**src/cbt_consts.svh**
```systemverilog
// Offsets, field positions, reset values and timing counts of the CAN bit-timing segment block.
`ifndef CBT_CONSTS_SVH
`define CBT_CONSTS_SVH
`define CBT_AW 5
`define CBT_OFF_PRESC 5'h00
`define CBT_OFF_SEG_A 5'h04
`define CBT_OFF_P2W 5'h08
`define CBT_OFF_CTRL 5'h0C
`define CBT_OFF_STAT 5'h10
`define CBT_P2MODE_BIT 7
`define CBT_TRIPLE_BIT 6
`define CBT_P1_MSB 5
`define CBT_P1_LSB 3
`define CBT_PROP_MSB 2
`define CBT_PROP_LSB 0
`define CBT_WAKEF_BIT 6
`define CBT_P2_MSB 2
`define CBT_P2_LSB 0
`define CBT_P2W_MASK 8'h47
`define CBT_RST_PRESC 6'h00
`define CBT_RST_SEG 8'h00
`define CBT_RST_CFGMODE 1'b1
`define CBT_IPT_TQ 4'h2
`define CBT_CLK_NS 20
`define CBT_WAKE_FILT_NS 200
`define CBT_WAKE_FILT_CYC ((`CBT_WAKE_FILT_NS + `CBT_CLK_NS - 1) / `CBT_CLK_NS)
`define CBT_RESP_OKAY 2'h0
`define CBT_RESP_SLVERR 2'h2
`endif

```
**src/cbt_pkg.sv**
```systemverilog
// Types shared by the CAN bit-timing segment block.
package cbt_pkg;
  // One-hot segment states of the nominal bit.
  typedef enum logic [3:0] {
    CBT_SYNC = 4'h1,
    CBT_PROP = 4'h2,
    CBT_PH1 = 4'h4,
    CBT_PH2 = 4'h8
  } cbt_state_t;

  // Bit-timing settings as software programmed them.
  typedef struct packed {
    logic [5:0] quantum_prescaler;
    logic phase2_select_mode;
    logic triple_sample_select;
    logic [2:0] phase1_length;
    logic [2:0] propagation_length;
    logic wake_line_filter;
    logic [2:0] phase2_length;
  } cbt_cfg_t;
endpackage

```
**src/cbt_top.sv**
```systemverilog
// CAN bit-timing segment block with its AXI4-Lite register slave.
//
// Function
// - Phase 2 from field, or max(phase1, INFO_PROCESSING_TIME).
// - Triple-sample bit selects majority of three samples.
// - Propagation segment lasts field plus one quanta.
// - Wake filter bit filters line before wake.
// - Phase 2 field plus one, ignored in auto.
// - Timing settings writable only in configuration mode.
// - Quantum is 2*(prescaler+1) oscillator clocks.
//
// Local design decisions: the placing of the registers and the AXI4-Lite register port.
`timescale 1ns/1ps
`include "cbt_consts.svh"
module cbt_top (
  input wire logic clk_sys,
  input wire logic sys_rst,
  input wire logic [`CBT_AW-1:0] s_axi_awaddr,
  input wire logic s_axi_awvalid,
  output logic s_axi_awready,
  input wire logic [31:0] s_axi_wdata,
  input wire logic [3:0] s_axi_wstrb,
  input wire logic s_axi_wvalid,
  output logic s_axi_wready,
  output logic [1:0] s_axi_bresp,
  output logic s_axi_bvalid,
  input wire logic s_axi_bready,
  input wire logic [`CBT_AW-1:0] s_axi_araddr,
  input wire logic s_axi_arvalid,
  output logic s_axi_arready,
  output logic [31:0] s_axi_rdata,
  output logic [1:0] s_axi_rresp,
  output logic s_axi_rvalid,
  input wire logic s_axi_rready,
  input wire logic can_rx,
  output logic tq_tick,
  output logic sample_point,
  output logic sampled_bit,
  output logic wake_event,
  output cbt_pkg::cbt_state_t bit_state,
  output cbt_pkg::cbt_cfg_t bt_cfg
);
  // Register decode, shared by the read and the write path; 3'h7 marks an unmapped word.
  function automatic logic [2:0] reg_sel(input logic [`CBT_AW-1:0] a);
    unique case (a)
      `CBT_OFF_PRESC: reg_sel = 3'h0;
      `CBT_OFF_SEG_A: reg_sel = 3'h1;
      `CBT_OFF_P2W: reg_sel = 3'h2;
      `CBT_OFF_CTRL: reg_sel = 3'h3;
      `CBT_OFF_STAT: reg_sel = 3'h4;
      default: reg_sel = 3'h7;
    endcase
  endfunction

  // Bus and register state.
  logic aw_hold_r, aw_hold_nxt, w_hold_r, w_hold_nxt;
  logic [`CBT_AW-1:0] aw_addr_r, aw_addr_nxt;
  logic [7:0] w_byte_r, w_byte_nxt; // Only the low byte carries settings.
  logic w_lane_r, w_lane_nxt; // Byte-lane 0 strobe of the held write.
  logic bvalid_r, bvalid_nxt, rvalid_r, rvalid_nxt;
  logic [1:0] bresp_r, bresp_nxt, rresp_r, rresp_nxt;
  logic [31:0] rdata_r, rdata_nxt;
  logic [5:0] presc_r, presc_nxt;
  logic [7:0] seg_a_r, seg_a_nxt, p2w_r, p2w_nxt;
  logic cfg_mode_r, cfg_mode_nxt; // High while the controller is in configuration mode.
  logic wr_fire;
  logic [31:0] stat_word;
  logic [3:0] ph2_len;

  // Timing state.
  cbt_pkg::cbt_state_t st_r, st_nxt;
  logic [6:0] div_r, div_nxt;
  logic [3:0] seg_cnt_r, seg_cnt_nxt;
  logic [1:0] smp_hist_r, smp_hist_nxt;
  logic sbit_r, sbit_nxt, sp_r, sp_nxt;
  logic tick;
  logic [3:0] cur_len;

  // Receive line and wake state.
  logic rx_m1_r, rx_m2_r, rx_m3_r, rx_clean_r, rx_clean_nxt;
  logic [4:0] filt_r, filt_nxt;
  logic wake_low_r, wake_low_nxt, wake_ev_r, wake_ev_nxt;

  assign s_axi_awready = !aw_hold_r;
  assign s_axi_wready = !w_hold_r;
  assign s_axi_bvalid = bvalid_r;
  assign s_axi_bresp = bresp_r;
  assign s_axi_arready = !rvalid_r;
  assign s_axi_rvalid = rvalid_r;
  assign s_axi_rresp = rresp_r;
  assign s_axi_rdata = rdata_r;
  assign wr_fire = aw_hold_r && w_hold_r && !bvalid_r;

  // Settings fan out as one struct to the rest of the controller.
  assign bt_cfg = '{presc_r, seg_a_r[`CBT_P2MODE_BIT], seg_a_r[`CBT_TRIPLE_BIT],
                    seg_a_r[`CBT_P1_MSB:`CBT_P1_LSB], seg_a_r[`CBT_PROP_MSB:`CBT_PROP_LSB],
                    p2w_r[`CBT_WAKEF_BIT], p2w_r[`CBT_P2_MSB:`CBT_P2_LSB]};

  // Effective phase 2: the free field, or the greater of phase 1 and the processing time.
  always_comb
  begin
    if (bt_cfg.phase2_select_mode)
      ph2_len = {1'b0, bt_cfg.phase2_length} + 4'h1;
    else if ({1'b0, bt_cfg.phase1_length} + 4'h1 > `CBT_IPT_TQ)
      ph2_len = {1'b0, bt_cfg.phase1_length} + 4'h1;
    else
      ph2_len = `CBT_IPT_TQ;
  end

  assign stat_word = {20'h0, ph2_len, 2'h0, rx_clean_r, sbit_r, st_r};

  // Bus next state: address and data are held independently, then written together.
  always_comb
  begin
    aw_hold_nxt = aw_hold_r;
    aw_addr_nxt = aw_addr_r;
    w_hold_nxt = w_hold_r;
    w_byte_nxt = w_byte_r;
    w_lane_nxt = w_lane_r;
    bvalid_nxt = bvalid_r && !s_axi_bready;
    bresp_nxt = bresp_r;
    rvalid_nxt = rvalid_r && !s_axi_rready;
    rresp_nxt = rresp_r;
    rdata_nxt = rdata_r;
    presc_nxt = presc_r;
    seg_a_nxt = seg_a_r;
    p2w_nxt = p2w_r;
    cfg_mode_nxt = cfg_mode_r;
    if (s_axi_awvalid && !aw_hold_r)
    begin
      aw_hold_nxt = 1'b1;
      aw_addr_nxt = s_axi_awaddr;
    end
    if (s_axi_wvalid && !w_hold_r)
    begin
      w_hold_nxt = 1'b1;
      w_byte_nxt = s_axi_wdata[7:0];
      w_lane_nxt = s_axi_wstrb[0];
    end
    if (wr_fire)
    begin
      aw_hold_nxt = 1'b0;
      w_hold_nxt = 1'b0;
      bvalid_nxt = 1'b1;
      bresp_nxt = `CBT_RESP_OKAY;
      // Timing writes outside configuration mode are answered but dropped, so a live bit is never torn.
      unique case (reg_sel(aw_addr_r))
        3'h0: if (w_lane_r && cfg_mode_r) presc_nxt = w_byte_r[5:0];
        3'h1: if (w_lane_r && cfg_mode_r) seg_a_nxt = w_byte_r;
        3'h2: if (w_lane_r && cfg_mode_r) p2w_nxt = w_byte_r & `CBT_P2W_MASK;
        3'h3: if (w_lane_r) cfg_mode_nxt = w_byte_r[0];
        3'h4: ; // Status is read-only; the write is ignored.
        default: bresp_nxt = `CBT_RESP_SLVERR;
      endcase
    end
    if (s_axi_arvalid && !rvalid_r)
    begin
      rvalid_nxt = 1'b1;
      rresp_nxt = `CBT_RESP_OKAY;
      unique case (reg_sel(s_axi_araddr))
        3'h0: rdata_nxt = {26'h0, presc_r};
        3'h1: rdata_nxt = {24'h0, seg_a_r};
        3'h2: rdata_nxt = {24'h0, p2w_r};
        3'h3: rdata_nxt = {31'h0, cfg_mode_r};
        3'h4: rdata_nxt = stat_word;
        default:
        begin
          rdata_nxt = 32'h0;
          rresp_nxt = `CBT_RESP_SLVERR;
        end
      endcase
    end
  end

  // Bus registers.
  always_ff @(posedge clk_sys)
  begin
    if (sys_rst)
    begin
      aw_hold_r <= 1'b0;
      aw_addr_r <= 5'h00;
      w_hold_r <= 1'b0;
      w_byte_r <= 8'h00;
      w_lane_r <= 1'b0;
      bvalid_r <= 1'b0;
      bresp_r <= 2'h0;
      rvalid_r <= 1'b0;
      rresp_r <= 2'h0;
      rdata_r <= 32'h0;
      presc_r <= `CBT_RST_PRESC;
      seg_a_r <= `CBT_RST_SEG;
      p2w_r <= `CBT_RST_SEG;
      cfg_mode_r <= `CBT_RST_CFGMODE;
    end
    else
    begin
      aw_hold_r <= aw_hold_nxt;
      aw_addr_r <= aw_addr_nxt;
      w_hold_r <= w_hold_nxt;
      w_byte_r <= w_byte_nxt;
      w_lane_r <= w_lane_nxt;
      bvalid_r <= bvalid_nxt;
      bresp_r <= bresp_nxt;
      rvalid_r <= rvalid_nxt;
      rresp_r <= rresp_nxt;
      rdata_r <= rdata_nxt;
      presc_r <= presc_nxt;
      seg_a_r <= seg_a_nxt;
      p2w_r <= p2w_nxt;
      cfg_mode_r <= cfg_mode_nxt;
    end
  end

  // Length in quanta of the segment now running.
  always_comb
  begin
    unique case (st_r)
      cbt_pkg::CBT_SYNC: cur_len = 4'h1;
      cbt_pkg::CBT_PROP: cur_len = {1'b0, bt_cfg.propagation_length} + 4'h1;
      cbt_pkg::CBT_PH1: cur_len = {1'b0, bt_cfg.phase1_length} + 4'h1;
      cbt_pkg::CBT_PH2: cur_len = ph2_len;
      default: cur_len = 4'h1;
    endcase
  end

  assign tick = !cfg_mode_r && (div_r == {presc_r, 1'b1});
  assign tq_tick = tick;
  assign bit_state = st_r;
  assign sample_point = sp_r;
  assign sampled_bit = sbit_r;

  // Quantum divider and segment sequencer; both rest in configuration mode.
  always_comb
  begin
    div_nxt = tick || cfg_mode_r ? 7'h00 : div_r + 7'h01;
    st_nxt = st_r;
    seg_cnt_nxt = seg_cnt_r;
    smp_hist_nxt = smp_hist_r;
    sbit_nxt = sbit_r;
    sp_nxt = 1'b0;
    if (cfg_mode_r)
    begin
      st_nxt = cbt_pkg::CBT_SYNC;
      seg_cnt_nxt = 4'h0;
    end
    else if (tick)
    begin
      smp_hist_nxt = {smp_hist_r[0], rx_clean_r};
      if (seg_cnt_r + 4'h1 >= cur_len)
      begin
        seg_cnt_nxt = 4'h0;
        unique case (st_r)
          cbt_pkg::CBT_SYNC: st_nxt = cbt_pkg::CBT_PROP;
          cbt_pkg::CBT_PROP: st_nxt = cbt_pkg::CBT_PH1;
          cbt_pkg::CBT_PH1:
          begin
            st_nxt = cbt_pkg::CBT_PH2;
            sp_nxt = 1'b1;
            // Majority of the two earlier quanta and this one trades a quantum of lag for noise immunity.
            if (bt_cfg.triple_sample_select)
              sbit_nxt = (smp_hist_r[1] & smp_hist_r[0]) | (smp_hist_r[1] & rx_clean_r)
                         | (smp_hist_r[0] & rx_clean_r);
            else
              sbit_nxt = rx_clean_r;
          end
          cbt_pkg::CBT_PH2: st_nxt = cbt_pkg::CBT_SYNC;
          default: st_nxt = cbt_pkg::CBT_SYNC;
        endcase
      end
      else
        seg_cnt_nxt = seg_cnt_r + 4'h1;
    end
  end

  // Timing registers.
  always_ff @(posedge clk_sys)
  begin
    if (sys_rst)
    begin
      div_r <= 7'h00;
      st_r <= cbt_pkg::CBT_SYNC;
      seg_cnt_r <= 4'h0;
      smp_hist_r <= 2'h3;
      sbit_r <= 1'b1;
      sp_r <= 1'b0;
    end
    else
    begin
      div_r <= div_nxt;
      st_r <= st_nxt;
      seg_cnt_r <= seg_cnt_nxt;
      smp_hist_r <= smp_hist_nxt;
      sbit_r <= sbit_nxt;
      sp_r <= sp_nxt;
    end
  end

  // Clean line follows the pin once the second and third stages agree; optional low filter for wake.
  always_comb
  begin
    rx_clean_nxt = (rx_m2_r == rx_m3_r) ? rx_m3_r : rx_clean_r;
    filt_nxt = rx_clean_r ? 5'h00 : (filt_r == 5'(`CBT_WAKE_FILT_CYC) ? filt_r : filt_r + 5'h01);
    if (bt_cfg.wake_line_filter)
      wake_low_nxt = filt_r == 5'(`CBT_WAKE_FILT_CYC);
    else
      wake_low_nxt = !rx_clean_r;
    wake_ev_nxt = wake_low_nxt && !wake_low_r;
  end

  // Line and wake registers; the bus idles recessive, so reset loads ones into the line stages and zeros into the wake state.
  always_ff @(posedge clk_sys)
  begin
    if (sys_rst)
    begin
      rx_m1_r <= 1'b1;
      rx_m2_r <= 1'b1;
      rx_m3_r <= 1'b1;
      rx_clean_r <= 1'b1;
      filt_r <= 5'h00;
      wake_low_r <= 1'b0;
      wake_ev_r <= 1'b0;
    end
    else
    begin
      rx_m1_r <= can_rx;
      rx_m2_r <= rx_m1_r;
      rx_m3_r <= rx_m2_r;
      rx_clean_r <= rx_clean_nxt;
      filt_r <= filt_nxt;
      wake_low_r <= wake_low_nxt;
      wake_ev_r <= wake_ev_nxt;
    end
  end
  assign wake_event = wake_ev_r;

  // Clock count since the previous quantum, read only by the checks below.
  logic [7:0] gap_r;
  always_ff @(posedge clk_sys)
  begin
    if (sys_rst || cfg_mode_r || tick)
      gap_r <= 8'h01;
    else if (gap_r != 8'hFF)
      gap_r <= gap_r + 8'h01;
  end
endmodule

```
**config.mk**
```make
export PLATFORM = sky130hd
export DESIGN_NAME = cbt_top
export DESIGN_NICKNAME = d
export VERILOG_FILES = /design/src/cbt_pkg.sv /design/src/cbt_top.sv
export VERILOG_INCLUDE_DIRS = /design/src
export SDC_FILE = /design/constraint.sdc
export NUM_CORES = 1
export LEC_CHECK = 0
export BUFFER_PORTS_ARGS = -buffer_cell sky130_fd_sc_hd__buf_2
export CAP_MARGIN = 20
export CORE_UTILIZATION = 51
export DETAILED_ROUTE_END_ITERATION = 10
export PLACE_DENSITY = 0.79
export SYNTH_ARGS = -nofsm -noshare
export SYNTH_HDL_FRONTEND = slang
export SYNTH_SLANG_ARGS = --single-unit
export TNS_END_PERCENT = 1
```
**constraint.sdc**
```tcl
create_clock -name clk_sys -period 3.3 [get_ports clk_sys]
set_input_delay 0.495 -clock clk_sys [delete_from_list [all_inputs] [get_ports clk_sys]]
set_output_delay 0.495 -clock clk_sys [all_outputs]
set_load 0.01 [all_outputs]
```
# Word level (Yosys, flattened, before mapping)
# Index checks and enable logic that the tools add are counted.
# W data, S select, Z words.
[totals] reg_bits=103 input_bits=54
[classes] addsub=6 order_cmp=2 eq_ne=23 mux=17 bitwise=8 reduce_logical=38
[ops] operator="$pmux W12 S5" n=1
[ops] operator="$pmux W3 S5" n=2
[ops] operator="$eq A5 B4 Y1 const B" n=5
[ops] operator="$pmux W4 S3" n=2
[ops] operator="$add A3 B1 Y4 const B" n=3
[ops] operator="$eq A3 B2 Y1 const B" n=4
[ops] operator="$mux W4" n=3
[ops] operator="$reduce_and A3 Y1" n=4
[ops] operator="$eq A5 B3 Y1 const B" n=2
[ops] operator="$eq A5 B5 Y1 const B" n=2
[ops] operator="$logic_and A1 B1 Y1" n=10
[ops] operator="$logic_not A5 Y1" n=2
[ops] operator="$reduce_or A5 Y1" n=2
[ops] operator="$logic_not A1 Y1" n=9
[ops] operator="$reduce_or A2 Y1" n=4
[ops] operator="$add A7 B1 Y7 const B" n=1
[ops] operator="$eq A7 B7 Y1" n=1
[ops] operator="$eq A3 B1 Y1 const B" n=2
[ops] operator="$eq A3 B3 Y1 const B" n=2
[ops] operator="$logic_not A3 Y1" n=2
[ops] operator="$mux W3" n=2
[ops] operator="$add A5 B1 Y5 const B" n=1
[ops] operator="$mux W1" n=5
[ops] operator="$add A4 B1 Y4 const B" n=1
[ops] operator="other kinds (15)" n=22

# Logic depth before layout (Yosys ltp)
[depth] ltp_word=8 depth_mapped=11

# Worst setup path after synthesis
# OpenSTA, ideal clock, no wires.
[synth_timing] kind="flip-flop to flip-flop" start="register st_r[0], in the netlist bit_state[0]" end="register sbit_r, in the netlist sampled_bit" setup_ps=128 arrival_time_ps=2422 setup_slack_ps=751 path_stages_with_launch=10 path_buffers=1 synth_period_minus_slack_ps=2549 cell_sequence="dfxtp_1 -> buf_2 -> or4b_2 -> o21ai_0 -> a21oi_1 -> ha_1 -> nor2_1 -> a211oi_1 -> nand3_1 -> mux2i_1"
[synth_via] elab_chain_len=4 word_cells_on_any_way=6
[synth_lines] element="start, declared" line_no="cbt_top.sv:71" rtl="cbt_pkg::cbt_state_t st_r, st_nxt;"
[synth_lines] element="start signal, assigned" line_no="cbt_top.sv:281" rtl="st_r <= cbt_pkg::CBT_SYNC;"
[synth_lines] element="start signal, assigned" line_no="cbt_top.sv:290" rtl="st_r <= st_nxt;"
[synth_lines] element="$eq A4 B4 Y1 (tied with other cells)" line_no="cbt_top.sv:217" rtl="unique case (st_r)"
[synth_lines] element="$pmux W4 S3" line_no="cbt_top.sv:217"
[synth_lines] element="$ge A4 B4 Y1" line_no="cbt_top.sv:249" rtl="if (seg_cnt_r + 4'h1 >= cur_len)"
[synth_lines] element="$reduce_and A4 Y1 (no line) (*)"
[synth_lines] element="end signal, assigned" line_no="cbt_top.sv:293" rtl="sbit_r <= sbit_nxt;"
[synth_lines] element="end, declared" line_no="cbt_top.sv:75" rtl="logic sbit_r, sbit_nxt, sp_r, sp_nxt;"
# Mark *: on every way between the ends. The rest lies on a longest branch, timed or not.
# A chain may end at the register's enable or synchronous reset.

# Worst setup path after layout
[layout_timing] start="register st_r[1], in the netlist bit_state[1]" end="register seg_cnt_r[0]"
[layout_via] elab_chain_len=4 word_cells_on_any_way=6
[layout_lines] element="$eq A4 B4 Y1 (tied with other cells)" line_no="cbt_top.sv:217"
[layout_lines] element="$pmux W4 S3 (*)" line_no="cbt_top.sv:217"
[layout_lines] element="$ge A4 B4 Y1 (*)" line_no="cbt_top.sv:249"
[layout_lines] element="$mux W4 (*)" line_no="cbt_top.sv:249"
[layout_lines] element="end signal, assigned" line_no="cbt_top.sv:291" rtl="seg_cnt_r <= seg_cnt_nxt;"
[layout_lines] element="end, declared" line_no="cbt_top.sv:73" rtl="logic [3:0] seg_cnt_r, seg_cnt_nxt;"
# Marks and branches as above.

==> impl_metrics.py <==
metrics = {
    "run_status": {
        "outcome": "finished clean",
    },
    "timing": {
        "fin_skew_ps": 11.1,
        "slew_headroom_pct": 40.5,
        "worstMarginPinSlew_ps": 888,
        "hold_slack_ps": 301,
        "tns_ps": 0,
        "layout_setup_ws_ps": 503,
        "rsz0062_at_grt": "no",
        "max_freq_ghz": 0.358,
        "fin_crit_sh_pct": 84.8,
        "finalSetupViolations": 0,
        "drv_slew": 0,
        "min_period_ps": 2800,
        "finalHoldViolCount": 0,
    },
    "power": {
        "p_leak_uw": 0.00183,
        "switching_share_pct": 26.5,
        "combPwrFrac_pct": 6.2,
        "p_switching_uw": 474,
        "internal_power_uw": 1310,
        "p_clk_share_pct": 37.3,
        "powerDensity_nw_per_um2": 407,
        "power_uw": 1790,
        "pwr-share-seq_pct": 56.6,
        "ir_drop_mv": 0.207,
    },
    "placement": {
        "place.gp.congestion": 0.829,
        "place_hpwl_um": 6440,
        "pre_cts_ws_ps": 526,
        "port_buffers": 71,
    },
    "clock_tree": {
        "cts.clk_slew.worst_paths_ps": 90,
        "cts_tree": "done",
        "cts_resized": 0,
        "clk-insertion-delay-late_ps": 360,
        "cts_buffers": 9,
        "ctsHoldBuffers": 0,
        "cts_htree_levels": 3,
        "cts-root-buf": "clkbuf_8",
        "post_cts_buffers": 0,
        "clock_sinks": 81,
        "cts_buffer_depth": 2,
    },
    "drt": {
        "dr_wl_met2_um": 3990,
        "post_drt_wl_per_cell_um": 14.4,
        "dr.max_layer_used": "met4",
        "drtPass1Iterations": 4,
        "vias_per_cell": 5.34,
        "wl_met3_um": 517,
        "vias": 3233,
        "drtIter0Drc": 217,
        "drt-total-wl_um": 8710,
        "ant_nets": 0,
        "route.detailed.drc": 0,
        "wl_met1_um": 4090,
    },
    "floorplan": {
        "die_y_um": 89.9,
        "die_w_um": 89.9,
        "fp-row-count": 31,
        "ios": 121,
        "initial_utilization_pct": 53.4,
        "dieArea_um2": 8080,
        "core_area_um2": 7370,
    },
    "worst_setup_path": {
        "reg2reg_from": "bit_state[1]$_SDFFE_PP0P_",
        "reg2regPathDepth": 10,
        "r2r-end": "seg_cnt_r[0]$_SDFFE_PP0P_",
        "crit_required_ps": 3590,
        "cp-end-kind": "flip-flop",
        "cp-startpoint": "bit_state[1]$_SDFFE_PP0P_",
        "startpoint_type": "flip-flop",
        "r2r_slack_ps": 500,
        "crit_fanout": 10,
        "crit_type": "reg2reg",
        "critPathArrivalTime_ps": 3090,
    },
    "synthesis": {
        "seq_area_frac_synth_pct": 41.2,
        "synth_top_area_cell": "dfxtp_1",
        "synthArstFlopShare_pct": 0,
        "yosysTopAreaCellShare_pct": 41.2,
        "muxShareOfSynthArea_pct": 7.44,
        "synth_top_family_by_area": "simple AND/OR/NAND/NOR gates",
        "synth_compound_area_share_pct": 11.1,
        "yosys_register_bits": 81,
        "synthAdderAreaFrac_pct": 3.50,
        "avgSynthCellArea_um2": 8.95,
        "ys.warnings.count": 0,
        "synth_cell_types": 56,
        "synth_area_um2": 3940,
        "synthSimpleGateAreaFrac_pct": 23.9,
        "synth-main-ff-cell": "dfxtp_1",
        "synth-edff-count": 0,
        "yosysMostFrequentCell": "dfxtp_1",
        "postSynthCellCount": 440,
        "netlist_top_cells_count": "81 x dfxtp_1, 59 x nor2_1, 35 x nand2_1, 28 x a21oi_1, 27 x mux2i_1",
        "synth_xor_xnor_area_share_pct": 4.45,
        "yosys-top-cells-area": "dfxtp_1 41%, mux2i_1 6.9%, nor2_1 5.6%",
    },
    "worst_hold_path": {
        "hold_path.class": "in2reg",
        "whs_endpoint": "s_axi_rvalid$_SDFF_PP0_",
        "hp-start": "s_axi_rready",
        "min_path_cells": 2,
    },
    "cells_and_area": {
        "antenna_cells": 0,
        "area_delta_synth_final_pct": 11.5,
        "nNetsFinal": 566,
        "drive_gt1_share_pct": 21.3,
    },
    "global_route": {
        "gr-total-overflow": 0,
        "antenna_found_initial": 0,
        "grt_util_all_layers_pct": 22.2,
        "grt_max_degree": 43,
        "grt_pass1_vias": 3030,
        "grt_pass1_wl_um": 14500,
    },
    "job": {
        "max_cap_viol_count": 0,
    },
}
## metrics by stage
| step | cell area (µm²) | utilization [%] | cells |
|---|---|---|---|
| floorplan | 4020 | - | 461 |
| global placement | 4220 | 57.2 | 589 |
| detailed placement | 4220 | 57.2 | 589 |
| CTS | 4390 | 59.6 | 605 |
| global route | 4390 | 59.6 | 605 |
| finish | 4390 | 59.6 | 605 |
## cell families (layout without fill, tap and decap cells)
group	count (synthesis)	in the layout
DFF	81	81
and+or+nand+nor	177	177
muxes	28	28
AOI/OAI and AO/OA	69	69
other	1	22
adders and majority gates	11	11
xor gates and xnor gates	20	20
buffers and inverters	53	98
## placed cells by master, fill, tap and decap left out, types with 3 or more instances in the layout
master,synthesis,layout
clkbuf_8,2,9
a221o_1,4,4
ha_1,11,11
buf_2,7,71
conb_1,1,22
xnor2_1,13,13
xor2_1,7,7
nand3_1,17,17
dfxtp_1,81,81
and3_1,9,9
inv_1,8,8
nand2_1,35,35
nor2b_1,4,4
o21ai_0,14,14
nor2_1,59,59
inv_6,0,3
nor4b_2,3,3
a21oi_1,28,28
mux2i_1,27,27
nor4_1,3,3
nand2b_1,4,4
a22oi_1,7,7
nor3_1,17,17
or2_2,4,4
## critical path, cell delays in order, from the launching register on
cell	delay [ps]
dfxtp_1	550
nor4b_2	570
nor3_1	110
a21oi_1	140
o221ai_1	130
ha_1	280
o21ai_0	250
a211oi_1	110
buf_4	160
or3_1	300
a21oi_1	120
## final cells by class
cell class / instances / area (µm²)
repair buffers: 73 / 370
well taps: 99 / 124
flip-flops and latches: 81 / 1620
clock inverters: 7 / 52.6
inverters: 9 / 33.8
clock buffers: 9 / 124
fillers: 689 / 2980
multi-input cells: 327 / 2070
## registers in the layout (all words and copies together) (netlist names), 2 cells and up
name / count
seg_a_r: 8
p2w_r: 4
div_r: 7
s_axi_rdata: 12
w_byte_r: 8
smp_hist_r: 2
filt_r: 5
aw_addr_r: 5
bit_state: 4
presc_r: 6
seg_cnt_r: 4
## routing by layer
metal,global-route usage [%],vias up
met5,0,-
met4,9.81,0
met3,4.23,14
met2,35.7,105
met1,29.0,1500
li1,-,1614
## power by group through the flow
stage	logic [µW]	registers, µW	clock network, µW
global route	122	1010	718
global placement	106	1030	0
detailed placement	110	1030	0
CTS	110	1010	677
floorplan	98.8	1030	0
finish	110	1010	666
## worst max path at each step
stage               cells past startpoint                        end
finish                                 10  seg_cnt_r[0]$_SDFFE_PP0P_
detailed placement                     10  seg_cnt_r[0]$_SDFFE_PP0P_
floorplan                               9   sampled_bit$_SDFFE_PP1P_
CTS                                    10  seg_cnt_r[0]$_SDFFE_PP0P_
global route                           10  seg_cnt_r[0]$_SDFFE_PP0P_
global placement                       10  seg_cnt_r[0]$_SDFFE_PP0P_
No activity file was read; power rests on OpenSTA's default activity.
